<file path="src/inc/src_pkg.sv">
package src_pkg;
	// ==========================================================
	// Timing
	localparam int CLK_KHZ = 25000;
	localparam int SETTLE_US = 15000;
	localparam int SETTLE_CYC = SETTLE_US * CLK_KHZ / 1000;
	localparam int BO_HOLD_US = 500;
	localparam int BO_HOLD_CYC = BO_HOLD_US * CLK_KHZ / 1000;
	localparam int BOOT_DIV = 2;
	localparam int HOLD_TICKS = 8;
	localparam int CNT_W = 20;
	// ==========================================================
	// Register offsets
	localparam logic [11:0] ADDR_IDENT0 = 12'h000;
	localparam logic [11:0] ADDR_IDENT1 = 12'h004;
	localparam logic [11:0] ADDR_CAP0 = 12'h008;
	localparam logic [11:0] ADDR_CAP1 = 12'h010;
	localparam logic [11:0] ADDR_CAP2 = 12'h014;
	localparam logic [11:0] ADDR_CAP3 = 12'h018;
	localparam logic [11:0] ADDR_CAP4 = 12'h01c;
	localparam logic [11:0] ADDR_BOCTL = 12'h030;
	localparam logic [11:0] ADDR_LDOCTL = 12'h034;
	localparam logic [11:0] ADDR_SOFT0 = 12'h040;
	localparam logic [11:0] ADDR_SOFT1 = 12'h044;
	localparam logic [11:0] ADDR_SOFT2 = 12'h048;
	localparam logic [11:0] ADDR_CAUSE = 12'h05c;
	localparam logic [11:0] ADDR_WDLOAD = 12'h100;
	localparam logic [11:0] ADDR_WDCTL = 12'h104;
	localparam logic [11:0] ADDR_WDVAL = 12'h108;
	localparam logic [11:0] ADDR_WDICLR = 12'h10c;
	// ==========================================================
	// Reset values
	localparam logic [31:0] CAP0_RST = 32'h00070003;
	localparam logic [31:0] CAP1_RST = 32'h0000901f;
	localparam logic [31:0] CAP2_RST = 32'h03030011;
	localparam logic [31:0] CAP3_RST = 32'h00000000;
	localparam logic [31:0] CAP4_RST = 32'h00000000;
	localparam logic [31:0] WDLOAD_RST = 32'hffffffff;
	localparam logic [5:0] CAUSE_RST = 6'h02;
	// ==========================================================
	// Field positions
	localparam int CAUSE_EXT = 0;
	localparam int CAUSE_POR = 1;
	localparam int CAUSE_BOR = 2;
	localparam int CAUSE_WDT = 3;
	localparam int CAUSE_SW = 4;
	localparam int CAUSE_LDO = 5;
	localparam int BO_WAIT = 0;
	localparam int BO_RSEL = 1;
	localparam int BO_EN = 2;
	localparam int BO_DLY_LSB = 8;
	localparam int BO_DLY_W = 16;
	localparam int WD_EN = 0;
	localparam int WD_RESEN = 1;
	// ==========================================================
	// Encodings
	localparam logic [1:0] STAGE_IDLE = 2'h0;
	localparam logic [1:0] STAGE_SP = 2'h1;
	localparam logic [1:0] STAGE_PC = 2'h2;
	localparam logic [1:0] STAGE_INSN = 2'h3;
	localparam logic [1:0] RESP_OKAY = 2'h0;
	localparam logic [1:0] RESP_SLVERR = 2'h2;
	typedef enum logic [2:0] {
		SEQ_PINHOLD, SEQ_SETTLE, SEQ_HOLD, SEQ_FETCH_SP,
		SEQ_FETCH_PC, SEQ_FETCH_INSN, SEQ_RUN
	} src_state_t;
endpackage : src_pkg

</file>
<file path="src/rtl/src_sync3.sv">
module src_sync3 #(
	parameter int W = 1
) (
	input wire logic clock,
	input wire logic rstn,
	input wire logic [W-1:0] din,
	output logic [W-1:0] dout
);
	import src_pkg::*;
	logic [W-1:0] s1;
	logic [W-1:0] s2;
	logic [W-1:0] s3;
	generate
		if (W < 1) begin : g_bad
			$error("src_sync3: W must be at least 1");
		end
	endgenerate
	always_ff @(posedge clock or negedge rstn) begin
		if (!rstn) begin
			s1 <= '0;
			s2 <= '0;
			s3 <= '0;
			dout <= '0;
		end else begin
			s1 <= din;
			s2 <= s1;
			s3 <= s2;
			// Change accepted once stages two and three agree
			dout <= (s2 & s3) | (dout & (s2 | s3));
		end
	end
endmodule : src_sync3

</file>
<file path="src/rtl/src_wdog.sv">
module src_wdog (
	input wire logic clock,
	input wire logic rstn,
	input wire logic clear,
	input wire logic enable,
	input wire logic reset_en,
	input wire logic [31:0] load,
	input wire logic load_wr,
	input wire logic int_clr,
	output logic irq,
	output logic rst_pulse,
	output logic [31:0] count
);
	import src_pkg::*;
	wire logic zero = (count == 32'h0);
	wire logic expire = enable && zero;
	always_ff @(posedge clock or negedge rstn) begin
		if (!rstn) begin
			count <= WDLOAD_RST;
			irq <= 1'b0;
			rst_pulse <= 1'b0;
		end else if (clear) begin
			count <= load;
			irq <= 1'b0;
			rst_pulse <= 1'b0;
		end else begin
			// First zero interrupts, second resets if still pending
			rst_pulse <= expire && irq && reset_en;
			if (expire || load_wr) begin
				count <= load;
			end else if (enable) begin
				count <= count - 32'h1;
			end
			if (expire) begin
				irq <= 1'b1;
			end else if (int_clr) begin
				irq <= 1'b0;
			end
		end
	end
endmodule : src_wdog

</file>
<file path="src/rtl/src_top.sv">
module src_top
	import src_pkg::*;
#(
	parameter int SETTLE_CYCLES = src_pkg::SETTLE_CYC,
	parameter int BO_HOLD_CYCLES = src_pkg::BO_HOLD_CYC,
	parameter logic [31:0] IDENT0 = 32'h00a5_0001, // Arbitrary value
	parameter logic [31:0] IDENT1 = 32'h005a_0002 // Arbitrary value
) (
	input wire logic clock,
	input wire logic rstn,
	input wire logic [11:0] awaddr,
	input wire logic awvalid,
	output logic awready,
	input wire logic [31:0] wdata,
	input wire logic [3:0] wstrb,
	input wire logic wvalid,
	output logic wready,
	output logic [1:0] bresp,
	output logic bvalid,
	input wire logic bready,
	input wire logic [11:0] araddr,
	input wire logic arvalid,
	output logic arready,
	output logic [31:0] rdata,
	output logic [1:0] rresp,
	output logic rvalid,
	input wire logic rready,
	input wire logic rst_pin_n,
	input wire logic por_det,
	input wire logic brownout_detect,
	input wire logic ldo_unreg,
	input wire logic system_reset_request,
	output logic sys_rst_n,
	output logic tap_rst_n,
	output logic [95:0] periph_rst_run,
	output logic [95:0] periph_rst_sleep,
	output logic [1:0] boot_stage,
	output logic core_run,
	output logic brownout_irq,
	output logic watchdog_irq
);
	import src_pkg::*;
	generate
		if (SETTLE_CYCLES < 1 || SETTLE_CYCLES >= 2 ** CNT_W ||
			BO_HOLD_CYCLES < 1 || BO_HOLD_CYCLES >= 2 ** CNT_W) begin : g_bad
			$error("src_top: cycle count out of range");
		end
	endgenerate

	function automatic logic [31:0] src_merge(input logic [31:0] old,
		input logic [31:0] d, input logic [3:0] s);
		logic [31:0] m;
		m = {{8{s[3]}}, {8{s[2]}}, {8{s[1]}}, {8{s[0]}}};
		return (old & ~m) | (d & m);
	endfunction : src_merge

	// ==========================================================
	// Pin synchronisers
	logic [3:0] sync_out;
	src_sync3 #(.W(4)) u_sync (
		.clock(clock),
		.rstn(rstn),
		.din({ldo_unreg, brownout_detect, por_det, ~rst_pin_n}),
		.dout(sync_out)
	);
	wire logic pin_s = sync_out[0];
	wire logic por_s = sync_out[1];
	wire logic bo_s = sync_out[2];
	wire logic ldo_s = sync_out[3];

	// ==========================================================
	// Registers and bus state
	logic [31:0] aw_addr_q;
	logic [31:0] w_data_q;
	logic [3:0] w_strb_q;
	logic [31:0] bo_ctl;
	logic ldo_en;
	logic [31:0] soft0;
	logic [31:0] soft1;
	logic [31:0] soft2;
	logic [31:0] wd_load;
	logic [1:0] wd_ctl;
	logic [5:0] cause;
	logic [31:0] wd_count;
	logic wd_rst;
	wire logic [11:0] wa = aw_addr_q[11:0];
	wire logic wr_go = !awready && !wready && !bvalid;
	wire logic wr_boctl = wr_go && wa == ADDR_BOCTL;
	wire logic wr_ldo = wr_go && wa == ADDR_LDOCTL;
	wire logic wr_soft0 = wr_go && wa == ADDR_SOFT0;
	wire logic wr_soft1 = wr_go && wa == ADDR_SOFT1;
	wire logic wr_soft2 = wr_go && wa == ADDR_SOFT2;
	wire logic wr_cause = wr_go && wa == ADDR_CAUSE;
	wire logic wr_wdload = wr_go && wa == ADDR_WDLOAD;
	wire logic wr_wdctl = wr_go && wa == ADDR_WDCTL;
	wire logic wr_wdiclr = wr_go && wa == ADDR_WDICLR;
	wire logic wr_ro = wa == ADDR_IDENT0 || wa == ADDR_IDENT1 ||
		wa == ADDR_CAP0 || wa == ADDR_CAP1 || wa == ADDR_CAP2 ||
		wa == ADDR_CAP3 || wa == ADDR_CAP4 || wa == ADDR_WDVAL;
	wire logic wr_hit = wr_ro || wr_boctl || wr_ldo || wr_soft0 ||
		wr_soft1 || wr_soft2 || wr_cause || wr_wdload || wr_wdctl ||
		wr_wdiclr;
	wire logic [31:0] wmask = src_merge(32'h0, w_data_q, w_strb_q);
	// Reload value seen by the watchdog in the cycle of a load write
	wire logic [31:0] wd_load_new = wr_wdload ?
		src_merge(wd_load, w_data_q, w_strb_q) : wd_load;
	// Read data for identification, capability, control and status registers
	wire logic [31:0] rd_val =
		araddr == ADDR_IDENT0 ? IDENT0 :
		araddr == ADDR_IDENT1 ? IDENT1 :
		araddr == ADDR_CAP0 ? CAP0_RST :
		araddr == ADDR_CAP1 ? CAP1_RST :
		araddr == ADDR_CAP2 ? CAP2_RST :
		araddr == ADDR_CAP3 ? CAP3_RST :
		araddr == ADDR_CAP4 ? CAP4_RST :
		araddr == ADDR_BOCTL ? bo_ctl :
		araddr == ADDR_LDOCTL ? {31'h0, ldo_en} :
		araddr == ADDR_SOFT0 ? soft0 :
		araddr == ADDR_SOFT1 ? soft1 :
		araddr == ADDR_SOFT2 ? soft2 :
		araddr == ADDR_CAUSE ? {26'h0, cause} :
		araddr == ADDR_WDLOAD ? wd_load :
		araddr == ADDR_WDCTL ? {30'h0, wd_ctl} :
		araddr == ADDR_WDVAL ? wd_count : 32'h0;
	wire logic rd_hit = araddr == ADDR_IDENT0 || araddr == ADDR_IDENT1 ||
		araddr == ADDR_CAP0 || araddr == ADDR_CAP1 ||
		araddr == ADDR_CAP2 || araddr == ADDR_CAP3 ||
		araddr == ADDR_CAP4 || araddr == ADDR_BOCTL ||
		araddr == ADDR_LDOCTL || araddr == ADDR_SOFT0 ||
		araddr == ADDR_SOFT1 || araddr == ADDR_SOFT2 ||
		araddr == ADDR_CAUSE || araddr == ADDR_WDLOAD ||
		araddr == ADDR_WDCTL || araddr == ADDR_WDVAL ||
		araddr == ADDR_WDICLR;

	// ==========================================================
	// AXI4-Lite slave
	always_ff @(posedge clock or negedge rstn) begin
		if (!rstn) begin
			awready <= 1'b1;
			wready <= 1'b1;
			bvalid <= 1'b0;
			bresp <= RESP_OKAY;
			aw_addr_q <= 32'h0;
			w_data_q <= 32'h0;
			w_strb_q <= 4'h0;
		end else begin
			if (awvalid && awready) begin
				aw_addr_q <= {20'h0, awaddr};
				awready <= 1'b0;
			end
			if (wvalid && wready) begin
				w_data_q <= wdata;
				w_strb_q <= wstrb;
				wready <= 1'b0;
			end
			if (wr_go) begin
				bvalid <= 1'b1;
				bresp <= wr_hit ? RESP_OKAY : RESP_SLVERR;
				awready <= 1'b1;
				wready <= 1'b1;
			end else if (bvalid && bready) begin
				bvalid <= 1'b0;
			end
		end
	end
	always_ff @(posedge clock or negedge rstn) begin
		if (!rstn) begin
			arready <= 1'b1;
			rvalid <= 1'b0;
			rdata <= 32'h0;
			rresp <= RESP_OKAY;
		end else if (arvalid && arready) begin
			arready <= 1'b0;
			rvalid <= 1'b1;
			rdata <= rd_val;
			rresp <= rd_hit ? RESP_OKAY : RESP_SLVERR;
		end else if (rvalid && rready) begin
			rvalid <= 1'b0;
			arready <= 1'b1;
		end
	end
	always_ff @(posedge clock or negedge rstn) begin
		if (!rstn) begin
			bo_ctl <= 32'h0;
			ldo_en <= 1'b0;
			soft0 <= 32'h0;
			soft1 <= 32'h0;
			soft2 <= 32'h0;
			wd_load <= WDLOAD_RST;
			wd_ctl <= 2'h0;
		end else begin
			if (wr_boctl) bo_ctl <= src_merge(bo_ctl, w_data_q, w_strb_q);
			if (wr_ldo) ldo_en <= wmask[0];
			if (wr_soft0) soft0 <= src_merge(soft0, w_data_q, w_strb_q);
			if (wr_soft1) soft1 <= src_merge(soft1, w_data_q, w_strb_q);
			if (wr_soft2) soft2 <= src_merge(soft2, w_data_q, w_strb_q);
			if (wr_wdload) wd_load <= src_merge(wd_load, w_data_q, w_strb_q);
			if (wr_wdctl) wd_ctl <= wmask[1:0];
		end
	end

	// ==========================================================
	// Watchdog
	src_wdog u_wdog (
		.clock(clock),
		.rstn(rstn),
		.clear(!sys_rst_n),
		.enable(wd_ctl[WD_EN]),
		.reset_en(wd_ctl[WD_RESEN]),
		.load(wd_load_new),
		.load_wr(wr_wdload),
		.int_clr(wr_wdiclr),
		.irq(watchdog_irq),
		.rst_pulse(wd_rst),
		.count(wd_count)
	);

	// ==========================================================
	// Brownout filter and hold
	logic bo_prev;
	logic [BO_DLY_W-1:0] bo_wait;
	logic [CNT_W-1:0] bo_hold;
	wire logic [BO_DLY_W-1:0] bo_dly = bo_ctl[BO_DLY_LSB +: BO_DLY_W];
	wire logic bo_start = bo_ctl[BO_EN] && bo_s && !bo_prev &&
		bo_hold == '0 && bo_wait == '0;
	wire logic bo_act = bo_ctl[BO_EN] && bo_hold == '0 &&
		(bo_ctl[BO_WAIT] ? (bo_wait == 16'h1 && bo_s) : bo_start);
	wire logic bo_rst = bo_act && bo_ctl[BO_RSEL];
	always_ff @(posedge clock or negedge rstn) begin
		if (!rstn) begin
			bo_prev <= 1'b0;
			bo_wait <= '0;
			bo_hold <= '0;
			brownout_irq <= 1'b0;
		end else begin
			bo_prev <= bo_s;
			brownout_irq <= bo_act && !bo_ctl[BO_RSEL];
			if (bo_wait != '0) begin
				bo_wait <= bo_wait - 16'h1;
			end else if (bo_start && bo_ctl[BO_WAIT]) begin
				bo_wait <= bo_dly == '0 ? 16'h1 : bo_dly;
			end
			if (bo_rst) begin
				bo_hold <= CNT_W'(BO_HOLD_CYCLES);
			end else if (bo_hold != '0) begin
				bo_hold <= bo_hold - 20'h1;
			end
		end
	end

	// ==========================================================
	// Reset sequencer
	src_state_t state;
	src_state_t next_state;
	logic [CNT_W-1:0] cnt;
	logic [CNT_W-1:0] next_cnt;
	logic por_done;
	logic [3:0] div;
	logic boot_tick;
	wire logic pin_req = pin_s;
	wire logic por_req = por_s && !por_done;
	wire logic sw_req = system_reset_request;
	wire logic ldo_req = ldo_en && ldo_s;
	wire logic int_req = bo_rst || wd_rst || sw_req || ldo_req;
	always_comb begin
		next_state = state;
		next_cnt = cnt;
		if (pin_req || por_req) begin
			next_state = SEQ_PINHOLD;
			next_cnt = '0;
		end else begin
			case (state)
				SEQ_PINHOLD: begin
					next_state = SEQ_SETTLE;
					next_cnt = '0;
				end
				SEQ_SETTLE: begin
					// Main clock counts the settle time
					if (cnt == CNT_W'(SETTLE_CYCLES - 1)) begin
						next_state = SEQ_FETCH_SP;
					end else begin
						next_cnt = cnt + 20'h1;
					end
				end
				SEQ_HOLD: begin
					if (boot_tick && cnt == CNT_W'(HOLD_TICKS - 1)) begin
						next_state = SEQ_FETCH_SP;
					end else if (boot_tick) begin
						next_cnt = cnt + 20'h1;
					end
				end
				SEQ_FETCH_SP: next_state = SEQ_FETCH_PC;
				SEQ_FETCH_PC: next_state = SEQ_FETCH_INSN;
				SEQ_FETCH_INSN: next_state = SEQ_RUN;
				SEQ_RUN: begin
					if (int_req) begin
						next_state = SEQ_HOLD;
						next_cnt = '0;
					end
				end
				default: next_state = SEQ_PINHOLD;
			endcase
		end
	end
	wire logic next_rel = next_state inside {SEQ_FETCH_SP, SEQ_FETCH_PC,
		SEQ_FETCH_INSN, SEQ_RUN};
	wire logic [1:0] next_stage =
		next_state == SEQ_FETCH_SP ? STAGE_SP :
		next_state == SEQ_FETCH_PC ? STAGE_PC :
		next_state == SEQ_FETCH_INSN ? STAGE_INSN : STAGE_IDLE;
	wire logic [95:0] soft_all = {soft2, soft1, soft0};
	wire logic [5:0] cause_set = {6{state == SEQ_RUN}} &
		{ldo_req, sw_req, wd_rst, bo_rst, 2'b00};
	wire logic [5:0] cause_clr = wr_cause ? wmask[5:0] : 6'h0;
	always_ff @(posedge clock or negedge rstn) begin
		if (!rstn) begin
			state <= SEQ_PINHOLD;
			cnt <= '0;
			por_done <= 1'b0;
			div <= 4'h0;
			boot_tick <= 1'b0;
			sys_rst_n <= 1'b0;
			tap_rst_n <= 1'b0;
			periph_rst_run <= '1;
			periph_rst_sleep <= '1;
			boot_stage <= STAGE_IDLE;
			core_run <= 1'b0;
			cause <= CAUSE_RST;
		end else begin
			state <= next_state;
			cnt <= next_cnt;
			div <= div == 4'(BOOT_DIV - 1) ? 4'h0 : div + 4'h1;
			boot_tick <= div == 4'(BOOT_DIV - 1);
			// Armed only once the first settle completes, not on sync lag
			if (state == SEQ_SETTLE && next_rel) por_done <= 1'b1;
			sys_rst_n <= next_rel;
			tap_rst_n <= !por_req;
			periph_rst_run <= soft_all | {96{!next_rel}};
			periph_rst_sleep <= soft_all | {96{!next_rel}};
			boot_stage <= next_stage;
			core_run <= next_state == SEQ_RUN;
			if (pin_req) begin
				cause <= 6'(1 << CAUSE_EXT) |
					(por_req ? 6'(1 << CAUSE_POR) : 6'h0);
			end else begin
				cause <= (cause & ~cause_clr) | cause_set |
					(por_req ? 6'(1 << CAUSE_POR) : 6'h0);
			end
		end
	end

	// ==========================================================
	// Checks
	logic [CNT_W-1:0] settle_run;
	always_ff @(posedge clock or negedge rstn) begin
		if (!rstn) settle_run <= '0;
		else if (state == SEQ_SETTLE) settle_run <= settle_run + 20'h1;
		else if (state == SEQ_PINHOLD) settle_run <= '0;
	end
endmodule : src_top

</file>
<file path="config.mk">
export PLATFORM = sky130hd
export DESIGN_NAME = src_top
export DESIGN_NICKNAME = d
export VERILOG_FILES = /design/src/inc/src_pkg.sv /design/src/rtl/src_sync3.sv /design/src/rtl/src_wdog.sv /design/src/rtl/src_top.sv
export SDC_FILE = /design/constraint.sdc
export NUM_CORES = 1
export LEC_CHECK = 0
export BUFFER_PORTS_ARGS = -buffer_cell sky130_fd_sc_hd__buf_2
export CORE_MARGIN = 2
export CORE_UTILIZATION = 63
export DETAILED_ROUTE_END_ITERATION = 7
export GPL_TIMING_DRIVEN = 0
export PLACE_DENSITY = 0.95
export SLEW_MARGIN = 40
export SYNTH_ARGS = -nofsm -noshare
export SYNTH_HDL_FRONTEND = slang
export SYNTH_HIERARCHICAL = 1
export SYNTH_SLANG_ARGS = --single-unit
</file>
<file path="constraint.sdc">
create_clock -name clock -period 9.1 [get_ports clock]
set_input_delay 1.82 -clock clock [delete_from_list [all_inputs] [get_ports clock]]
set_output_delay 1.82 -clock clock [all_outputs]
set_load 0.01 [all_outputs]
</file>
After elaboration in Yosys (flattened, before gate mapping)
Index checks and enable logic that the tools add are counted.
{"block": "op_classes", "n_eq_ne": 52, "mux": 60, "n_addsub": 5, "bitwise_logic": 23, "n_reduce_logical": 96}
{"cell": "$mux W32", "count": 20}
{"cell": "$and A32 B32 Y32", "count": 6}
{"cell": "$or A32 B32 Y32", "count": 5}
{"cell": "$mux W20", "count": 7}
{"cell": "$eq A12 B5 Y1 const B", "count": 8}
{"cell": "$eq A12 B7 Y1 const B", "count": 8}
{"cell": "$eq A12 B9 Y1 const B", "count": 8}
{"cell": "$or A96 B96 Y96", "count": 1}
{"cell": "$pmux W20 S4", "count": 1}
{"cell": "$eq A12 B6 Y1 const B", "count": 4}
{"cell": "$mux W16", "count": 3}
{"cell": "$logic_or A1 B1 Y1", "count": 37}
{"cell": "$logic_and A1 B1 Y1", "count": 33}
{"cell": "$logic_not A16 Y1", "count": 2}
{"cell": "$logic_not A32 Y1", "count": 1}
{"cell": "$not A32 Y32", "count": 1}
{"cell": "$sub A32 B1 Y32 const B", "count": 1}
{"cell": "$eq A12 B3 Y1 const B", "count": 2}
{"cell": "$eq A12 B4 Y1 const B", "count": 2}
{"cell": "$logic_not A12 Y1", "count": 2}
{"cell": "$pmux W3 S7", "count": 1}
{"cell": "$add A20 B1 Y20 const B", "count": 1}
{"cell": "$eq A20 B19 Y1 const B", "count": 1}
{"cell": "$eq A20 B3 Y1 const B", "count": 1}
{"cell": "other kinds (31)", "count": 80}
{"block": "word_totals", "output_inout_bits": 240, "reg_bits": 476, "word_cells": 276}

Logic depth before layout (Yosys ltp)
Gate-level depths: netlist of run 1.
{"block": "logic_depth", "word_depth": 18, "ltp_mapped": 11}

Modules after synthesis
Netlist of run 1, hierarchy kept.
{"module": "src_top", "n_inst": 1, "seq_area_each_um2": 10775.3, "area_per_inst_um2": 20185.6, "cells_per_inst": 1733}
{"module": "src_wdog", "n_inst": 1, "seq_area_each_um2": 890.9, "area_per_inst_um2": 2109.5, "cells_per_inst": 184}
{"module": "src_sync3", "n_inst": 1, "seq_area_each_um2": 400.4, "area_per_inst_um2": 445.4, "cells_per_inst": 20}

Worst setup path before layout of run 1
OpenSTA, ideal clock, no wires.
{"block": "synth_path", "path_kind": "in2reg", "from": "input araddr[3]", "to": "register rdata[3]", "required_ns": 9.013, "cell_stages": 8, "arrival_time_ns": 3.968, "n_path_buf": 2, "setup_slack_ns": 5.045, "path_cell_list": "clkbuf_1 or4b_2 nor4_2 clkbuf_1 a22oi_1 a31oi_1 o22ai_1 a22oi_1"}
{"block": "synth_via", "elab_chain_cells": 17, "word_cells_on_any_way": 32, "classes_between": "eq/ne: 15; mux: 16; reduce/logical: 1"}
{"item": "from (decl)", "line_no": "src_top.sv:21", "text": "input wire logic [11:0] araddr,"}
{"item": "$eq A12 B9 Y1", "line_no": "src_top.sv:124", "text": "araddr == ADDR_WDVAL ? wd_count : 32'h0;"}
{"item": "$mux W32", "line_no": "src_top.sv:124"}
{"item": "$mux W32", "line_no": "src_top.sv:123", "text": "araddr == ADDR_WDCTL ? {30'h0, wd_ctl} :"}
{"item": "$mux W32", "line_no": "src_top.sv:122", "text": "araddr == ADDR_WDLOAD ? wd_load :"}
{"item": "$mux W32", "line_no": "src_top.sv:121", "text": "araddr == ADDR_CAUSE ? {26'h0, cause} :"}
{"item": "$mux W32", "line_no": "src_top.sv:120", "text": "araddr == ADDR_SOFT2 ? soft2 :"}
{"item": "$mux W32", "line_no": "src_top.sv:119", "text": "araddr == ADDR_SOFT1 ? soft1 :"}
{"item": "$mux W32", "line_no": "src_top.sv:118", "text": "araddr == ADDR_SOFT0 ? soft0 :"}
{"item": "$mux W32", "line_no": "src_top.sv:117", "text": "araddr == ADDR_LDOCTL ? {31'h0, ldo_en} :"}
{"item": "$mux W32", "line_no": "src_top.sv:116", "text": "araddr == ADDR_BOCTL ? bo_ctl :"}
{"item": "$mux W32", "line_no": "src_top.sv:115", "text": "araddr == ADDR_CAP4 ? CAP4_RST :"}
{"item": "$mux W32", "line_no": "src_top.sv:114", "text": "araddr == ADDR_CAP3 ? CAP3_RST :"}
{"item": "$mux W32", "line_no": "src_top.sv:113", "text": "araddr == ADDR_CAP2 ? CAP2_RST :"}
{"item": "$mux W32", "line_no": "src_top.sv:112", "text": "araddr == ADDR_CAP1 ? CAP1_RST :"}
{"item": "$mux W32", "line_no": "src_top.sv:111", "text": "araddr == ADDR_CAP0 ? CAP0_RST :"}
{"item": "$mux W32", "line_no": "src_top.sv:110", "text": "araddr == ADDR_IDENT1 ? IDENT1 :"}
{"item": "$mux W32 (*)", "line_no": "src_top.sv:109", "text": "araddr == ADDR_IDENT0 ? IDENT0 :"}
{"item": "to (signal assigned)", "line_no": "src_top.sv:175", "text": "rdata <= rd_val;"}
{"item": "to (decl)", "line_no": "src_top.sv:24", "text": "output logic [31:0] rdata,"}
Every way passes the cells marked *; elsewhere a longest branch is shown, timed or not.
A chain may end at the register's enable or synchronous reset.

Final worst setup path of run 1
{"block": "layout_path", "from": "input araddr[11]", "to": "register rdata[29]"}
Same word-level chain as after synthesis.

==> out/results.tsv, run 1 <==
stage	metric	value	unit
placed_design	Port Buf Inserts	303	
placed_design	RePlAce Congestion	1.004	
synth	top post-synthesis cells by count	310 x dfrtp_1, 164 x dfstp_2, 145 x mux2_2	
route	Avg WL per Cell	26.70	um
synth	Syn Area/Cell	11.74	um^2
critical_path	WS Path Type	in -> reg	
clock_tree	clk sinks	474	
placed_design	dpl ws	4.137	ns
critical_path	crit path launch type	input port	
timing	Slew Viols, Final	0	
synth	share of the synthesized area in the top cell type	0.3411	
clock_tree	number of post-CTS setup repair buffers	0	
power	Int Pwr	0.003827	W
clock_tree	Num CTS Buffers	48	
global_route	pin count of the biggest net entering global routing	81	
layout	Area Growth Syn to Fin	17.55	%
synth	sequential area share after synthesis	0.5306	
timing	f_max	0.2189	GHz
synth	Synth Area in Compound Gates	0.1358	
synth	EDFF count, synth	0	
clock_tree	worst-skew pair later-pin latency	0.63	ns
timing	final hold vios	0	
timing	fin crit period	4.568	ns
clock_tree	CTS-repair resized insts	0	
global_route	gr usage total	0.3940	
power	Combinational Power Share	0.140	
route	DR DRC count	0	
timing	setup ws final	4.532	ns
synth	Simple-Gate Fraction of Synth Area	0.1149	
synth	largest family of logic cells by synthesized area	compound AO/OA/AOI/OAI gates	
critical_path	endpoint class of the critical path	flop	
clock_tree	H-tree depth	2	
power	Pwr Density	206.2	nW/um^2
timing	RSZ-0062 raised after global routing	false	
route	Pre-Repair DR Iteration Count	7	
global_route	total grt overflow	0	
die	Cell Rows	69	
die	Die ar.	37630	um^2
timing	worst slew pin tran	0.8983	ns
route	final wirelength	74800	um
clock_tree	Hold-fix buffers, CTS	0	
run	MaxCap Viol Count	0	
critical_path	critical path fanouts, max	10	
layout	nets@finish	2379	
synth	XOR/XNOR Fraction of Synth Area	0.01964	
synth	leading area contributor after synthesis	dfrtp_1	
die	starting density of the core	0.6393	
synth	Synth area leaders	dfrtp_1 34%, dfstp_2 19%, mux2_2 7.2%	
power	clock share of power	0.366	
synth	adder-cell share of the synthesized area	0.005832	
route	Vias	18842	
global_route	first-pass GRT wire length	113300	um
synth	Most used DFF post-synth	dfrtp_1	
clock_tree	CTS Buffer Depth	3	
route	Final ANT Viol Nets	0	
power	Worst VDD drop	0.0001991	V
die	core area	35570	um^2
placed_design	Placed Cells	2710	
synth	Yosys reg bits	474	
timing	final worst-path cycle share	0.5020	
die	IO Count	312	
power	P_leak	11.86	nW
critical_path	Crit path arrival time	5.09	ns
synth	Mapped Cells	1937	
synth	ys async rst share	1.000	
timing	setup violators final	0	
power	Net Sw Power	0.001685	W
layout	share of post-route cells with drive strength above 1	0.3980	
global_route	vias in the first global route	18817	
layout	fill count	2215	
synth	Netlist cell types	88	
run_status	outcome	complete, no violations	
die	Die W	194.0	um
timing	Slew HR	0.4011	
global_route	initial antenna violation count	2	
layout	Post-Layout Cell Count	2802	
clock_tree	Root Buffer	clkbuf_16	
synth	mux cell area share after synthesis	0.1332	
clock_tree	clk slew on worst S/H paths	0.07	ns
power	Seq pwr share	0.494	
power	sw frac	0.3057	
placed_design	Post-DP HPWL	53030	um
clock_tree	CTS tree	built	
synth	count leader, synth	dfrtp_1	
synth	Synth Warn #	6	
route	vias per cell	6.724	
die	Die Ht	194.0	um
timing	clk_skew	0.03936	ns
synth	Post-Syn Area	22740	um^2
route	DRT iter0 DRCs	2434	
critical_path	CP required	9.63	ns
hold_path	Hold WC Path Type	reg -> reg	
==> per-layer routing <==
metal | track usage | share of wire
met1 | 0.5021 | 0.36
met2 | 0.6104 | 0.46
met3 | 0.09236 | 0.11
met4 | 0.2511 | 0.068
met5 | 0 | 0
==> cells in the final DEF (no fill, tap or decap), drive strengths merged, types with 17 or more instances in the layout <==
| cell type | count |
|---|---|
| a22oi | 38 |
| dfstp | 164 |
| xnor2 | 18 |
| or3 | 24 |
| a21oi | 60 |
| nand4 | 17 |
| o21ai | 69 |
| nand2 | 151 |
| buf | 421 |
| mux2 | 224 |
| dfrtp | 310 |
| nor4 | 42 |
| clkbuf | 163 |
| a311o | 79 |
| mux2i | 21 |
| o22ai | 17 |
| o211ai | 27 |
| inv | 60 |
| nand3 | 32 |
| xor2 | 33 |
| nor3 | 41 |
| nor2 | 78 |
==> power by group through the flow <==
stage / registers, W / clock network (W) / logic, W
floorplan: 0.00258 / 0 / 0.000509
global placement: 0.00270 / 0 / 0.000699
detailed placement: 0.00272 / 0 / 0.000754
CTS: 0.00269 / 0.00202 / 0.000765
global route: 0.00273 / 0.00210 / 0.000841
finish: 0.00272 / 0.00202 / 0.000773
==> kinds of logic after synthesis <==
kind of cell	count (synthesis)
XOR/XNOR	51
AND/OR/NAND/NOR	482
buffers and inverters	258
adder cells (fa/ha/maj)	11
other	1
AO/OA/AOI/OAI	415
multiplexers	245
flip-flops	474
==> critical path, stage by stage <==
cell	delay, ns
buf_2	0.13
or4_1	0.60
clkbuf_1	0.31
nor3_1	0.51
and4_1	0.38
clkbuf_1	0.32
clkbuf_1	0.69
a22oi_1	0.16
o21ai_0	0.16
==> area by class of cell <==
class,instances,area [um^2],share of cell area
flip-flops and latches,474,12070,0.4514
multi-input cells,1206,9425,0.3526
repair buffers,312,1712,0.06403
clock buffers,71,1378,0.05153
plain buffers,201,1147,0.04292
well taps,461,576.8,0.02158
inverters,57,214.0,0.008004
clock inverters,18,207.7,0.007770
diodes,2,5.005,0.0001872
==> through the flow <==
stage | total power [W] | hold WS [ns] | utilization | setup TNS (ns) | instance area [um^2]
3_5_place_dp | 0.003475 | 0.3364 | 0.7059 | 0 | 25110
5_1_grt | 0.005674 | 0.3590 | 0.7515 | 0 | 26730
3_3_place_gp | 0.003400 | 0.3330 | 0.6983 | -806.60 | 24840
4_1_cts | 0.005475 | 0.3506 | 0.7504 | 0 | 26690
2_1_floorplan | 0.003089 | 0.3312 | - | 0 | 22740
6_report | 0.005512 | 0.3479 | 0.7515 | 0 | 26730
==> worst paths after layout <==
kind | startpoint | to | slack, ns | cells past startpoint
setup / recovery | araddr[11] | rdata[29] | 4.53 | 9
hold / removal | u_sync/s1[2] | u_sync/s2[2] | 0.35 | 0
setup reg to reg | bo_hold[1] | periph_rst_sleep[17] | 5.02 | 11
hold reg to reg | u_sync/s1[2] | u_sync/s2[2] | 0.35 | 0
max in group asynchronous | rstn | periph_rst_sleep[12] | 6.86 | 3
min in group asynchronous | rstn | async pin | 1.07 | 1
Power figures use the tool's default switching activity.
==> inputs of run 2 (changes only) <==
CORE_UTILIZATION = 58   (was 63)
PLACE_DENSITY = 0.91   (was 0.95)
clock period = 4.4 ns   (was 9.1 ns; I/O delays follow)
==> run 2 against run 1 <==
Effect of this change:
- combinational power rose by 110%
- clock power rose by 120%
- cell count rose by 2.1%
- non-clock buffer count did not move
- via count fell by 0.91%
- hold slack got worse by 0.20 ns
- global-route usage fell by 3.8 points
- first-iteration DRC count fell by 17%
- count of clock-buffer cells in the layout fell by 5
- clock skew fell by 0.012 ns
- critical endpoint is now periph_rst_sleep[21]
- largest power group unchanged
==> out/results.tsv, run 2 (synthesis gave the netlist of run 1 again) <==
stage	metric	value	unit
run_status	outcome	complete, no violations	
timing	f_max	0.2456	GHz
global_route	first-pass GRT wire length	110400	um
placed_design	Port Buf Inserts	303	
die	core area	38650	um^2
die	starting density of the core	0.5884	
critical_path	critical path fanouts, max	10	
critical_path	highest-delay cell along the critical path	clkbuf_1	
timing	Slew Viols, Final	0	
critical_path	WS Path Type	reg -> reg	
global_route	total grt overflow	0	
timing	clk_skew	0.02717	ns
timing	setup violators final	0	
die	Cell Rows	72	
clock_tree	number of post-CTS setup repair buffers	0	
clock_tree	H-tree depth	2	
critical_path	delay-heaviest family, CP	buffers and inverters	
layout	Area Growth Syn to Fin	18.31	%
layout	nets@finish	2380	
clock_tree	Hold-fix buffers, CTS	0	
critical_path	worst path cell trace	inv_1, ha_1, nor4b_1, nand4b_1, nor2_1, and4_1, clkbuf_1, o31a_1, clkbuf_1, clkbuf_1, a311o_1	
timing	final hold vios	0	
die	Die W	202.0	um
placed_design	Post-DP HPWL	52810	um
clock_tree	clk sinks	474	
power	P_leak	11.89	nW
route	final wirelength	72860	um
route	Vias	18670	
clock_tree	clk slew on worst S/H paths	0.06	ns
timing	fin crit period	4.072	ns
hold_path	Hold WC Path Type	in -> async	
layout	share of post-route cells with drive strength above 1	0.4018	
critical_path	endpoint class of the critical path	flop	
route	DRT iter0 DRCs	2026	
die	Die ar.	40810	um^2
route	Avg WL per Cell	25.48	um
route	DR DRC count	0	
critical_path	CP required	4.92	ns
layout	Storage cell area	12070	um^2
global_route	vias in the first global route	18791	
layout	area of the multi-input gates	9423	um^2
clock_tree	CTS tree	built	
global_route	pin count of the biggest net entering global routing	82	
layout	most common cell after layout, fill and taps aside	buf_2	
layout	most frequent cells in the layout	311 x buf_2, 310 x dfrtp_1, 164 x dfstp_2, 145 x mux2_2, 143 x nand2_1	
critical_path	most used cell, CP	clkbuf_1	
route	Pre-Repair DR Iteration Count	7	
clock_tree	Num CTS Buffers	49	
placed_design	RePlAce Congestion	1.008	
clock_tree	CTS Buffer Depth	3	
timing	Slew HR	0.3532	
global_route	gr usage total	0.3563	
critical_path	Crit path arrival time	4.60	ns
route	vias per cell	6.528	
clock_tree	worst-skew pair later-pin latency	0.62	ns
timing	TNS Setup	0	ns
route	Final ANT Viol Nets	0	
critical_path	Crit path buffers/inverters	4	
timing	worst slew pin tran	0.9701	ns
layout	ANT cells	0	
clock_tree	Root Buffer	clkbuf_16	
critical_path	Worst path max stage delay	0.55	ns
run	MaxCap Viol Count	0	
layout	fill count	2606	
power	Worst VDD drop	0.0004034	V
timing	final worst-path cycle share	0.9254	
clock_tree	CTS-repair resized insts	0	
power	Pwr Density	429.6	nW/um^2
global_route	initial antenna violation count	1	
timing	RSZ-0062 raised after global routing	false	
die	Die Ht	202.0	um
die	IO Count	312	
critical_path	crit path launch type	flop	
layout	post-layout util	0.6961	
[run 2: cell count changes in the layout (fill, tap and decap cells not counted), moves of 2 or more]
cell        change
clkbuf_1        -6
clkinvlp_4      +6
bufinv_16       +2
clkinv_2        +2
diode_2         -2
[run 2: power by group]
group / internal, W / switching, W / leakage [nW]
sequential: 0.00486 / 0.000747 / 5.81
clock: 0.00253 / 0.00184 / 0.817
combinational: 0.000689 / 0.000899 / 5.27
[run 2: cell type report]
class / instances / area share
clock inverters: 26 / 0.01139
multi-input cells: 1206 / 0.3502
inverters: 57 / 0.007953
clock buffers: 66 / 0.05167
repair buffers: 312 / 0.06353
plain buffers: 201 / 0.04260
well taps: 518 / 0.02409
flip-flops and latches: 474 / 0.4485
[run 2: stage by stage]
step                total power (W)  instance area [um^2]  worst slack (ns)  cells  hold slack, ns
floorplan                  0.006388                 22740             1.197   1938          0.3312
detailed placement         0.007189                 25180            0.3873   2768          0.3355
CTS                         0.01153                 26870            0.5145   2860          0.1501
global route                0.01194                 26900            0.1298   2860          0.1684
finish                      0.01156                 26900            0.3284   2860          0.1432
global placement           0.007056                 24910            -6.348   2759          0.3361
[run 2: per-layer routing]
layer	vias to the layer above	GRT usage	wire length (um)
met5	-	0	13
met2	1210	0.5562	33390
li1	7799	-	-
met3	317	0.08820	7346
met1	9342	0.4521	27050
met4	2	0.2122	5058
[run 2: worst reg2reg max path: cells and delay by family, from the launching register on]
kind	cells	cell delay, ns
AOI/OAI and AO/OA	2	0.64
adders and majority gates	1	0.18
buffers and inverters	4	1.49
DFF	1	0.38
and+or+nand+nor	4	1.29
[run 2: path summary, 6_finish.rpt]
| kind | start | to | slack [ns] | cells after the start |
|---|---|---|---|---|
| worst max-delay path | bo_hold[0] | periph_rst_sleep[21] | 0.33 | 11 |
| worst min-delay path | rstn | w_data_q[26] | 0.14 | 1 |
| worst max register to register | bo_hold[0] | periph_rst_sleep[21] | 0.33 | 11 |
| worst min register to register | u_sync/s1[3] | u_sync/s2[3] | 0.35 | 0 |
| max in group asynchronous | rstn | periph_rst_sleep[47] | 3.09 | 3 |
| min in group clock | u_sync/s1[3] | u_sync/s2[3] | 0.35 | 0 |
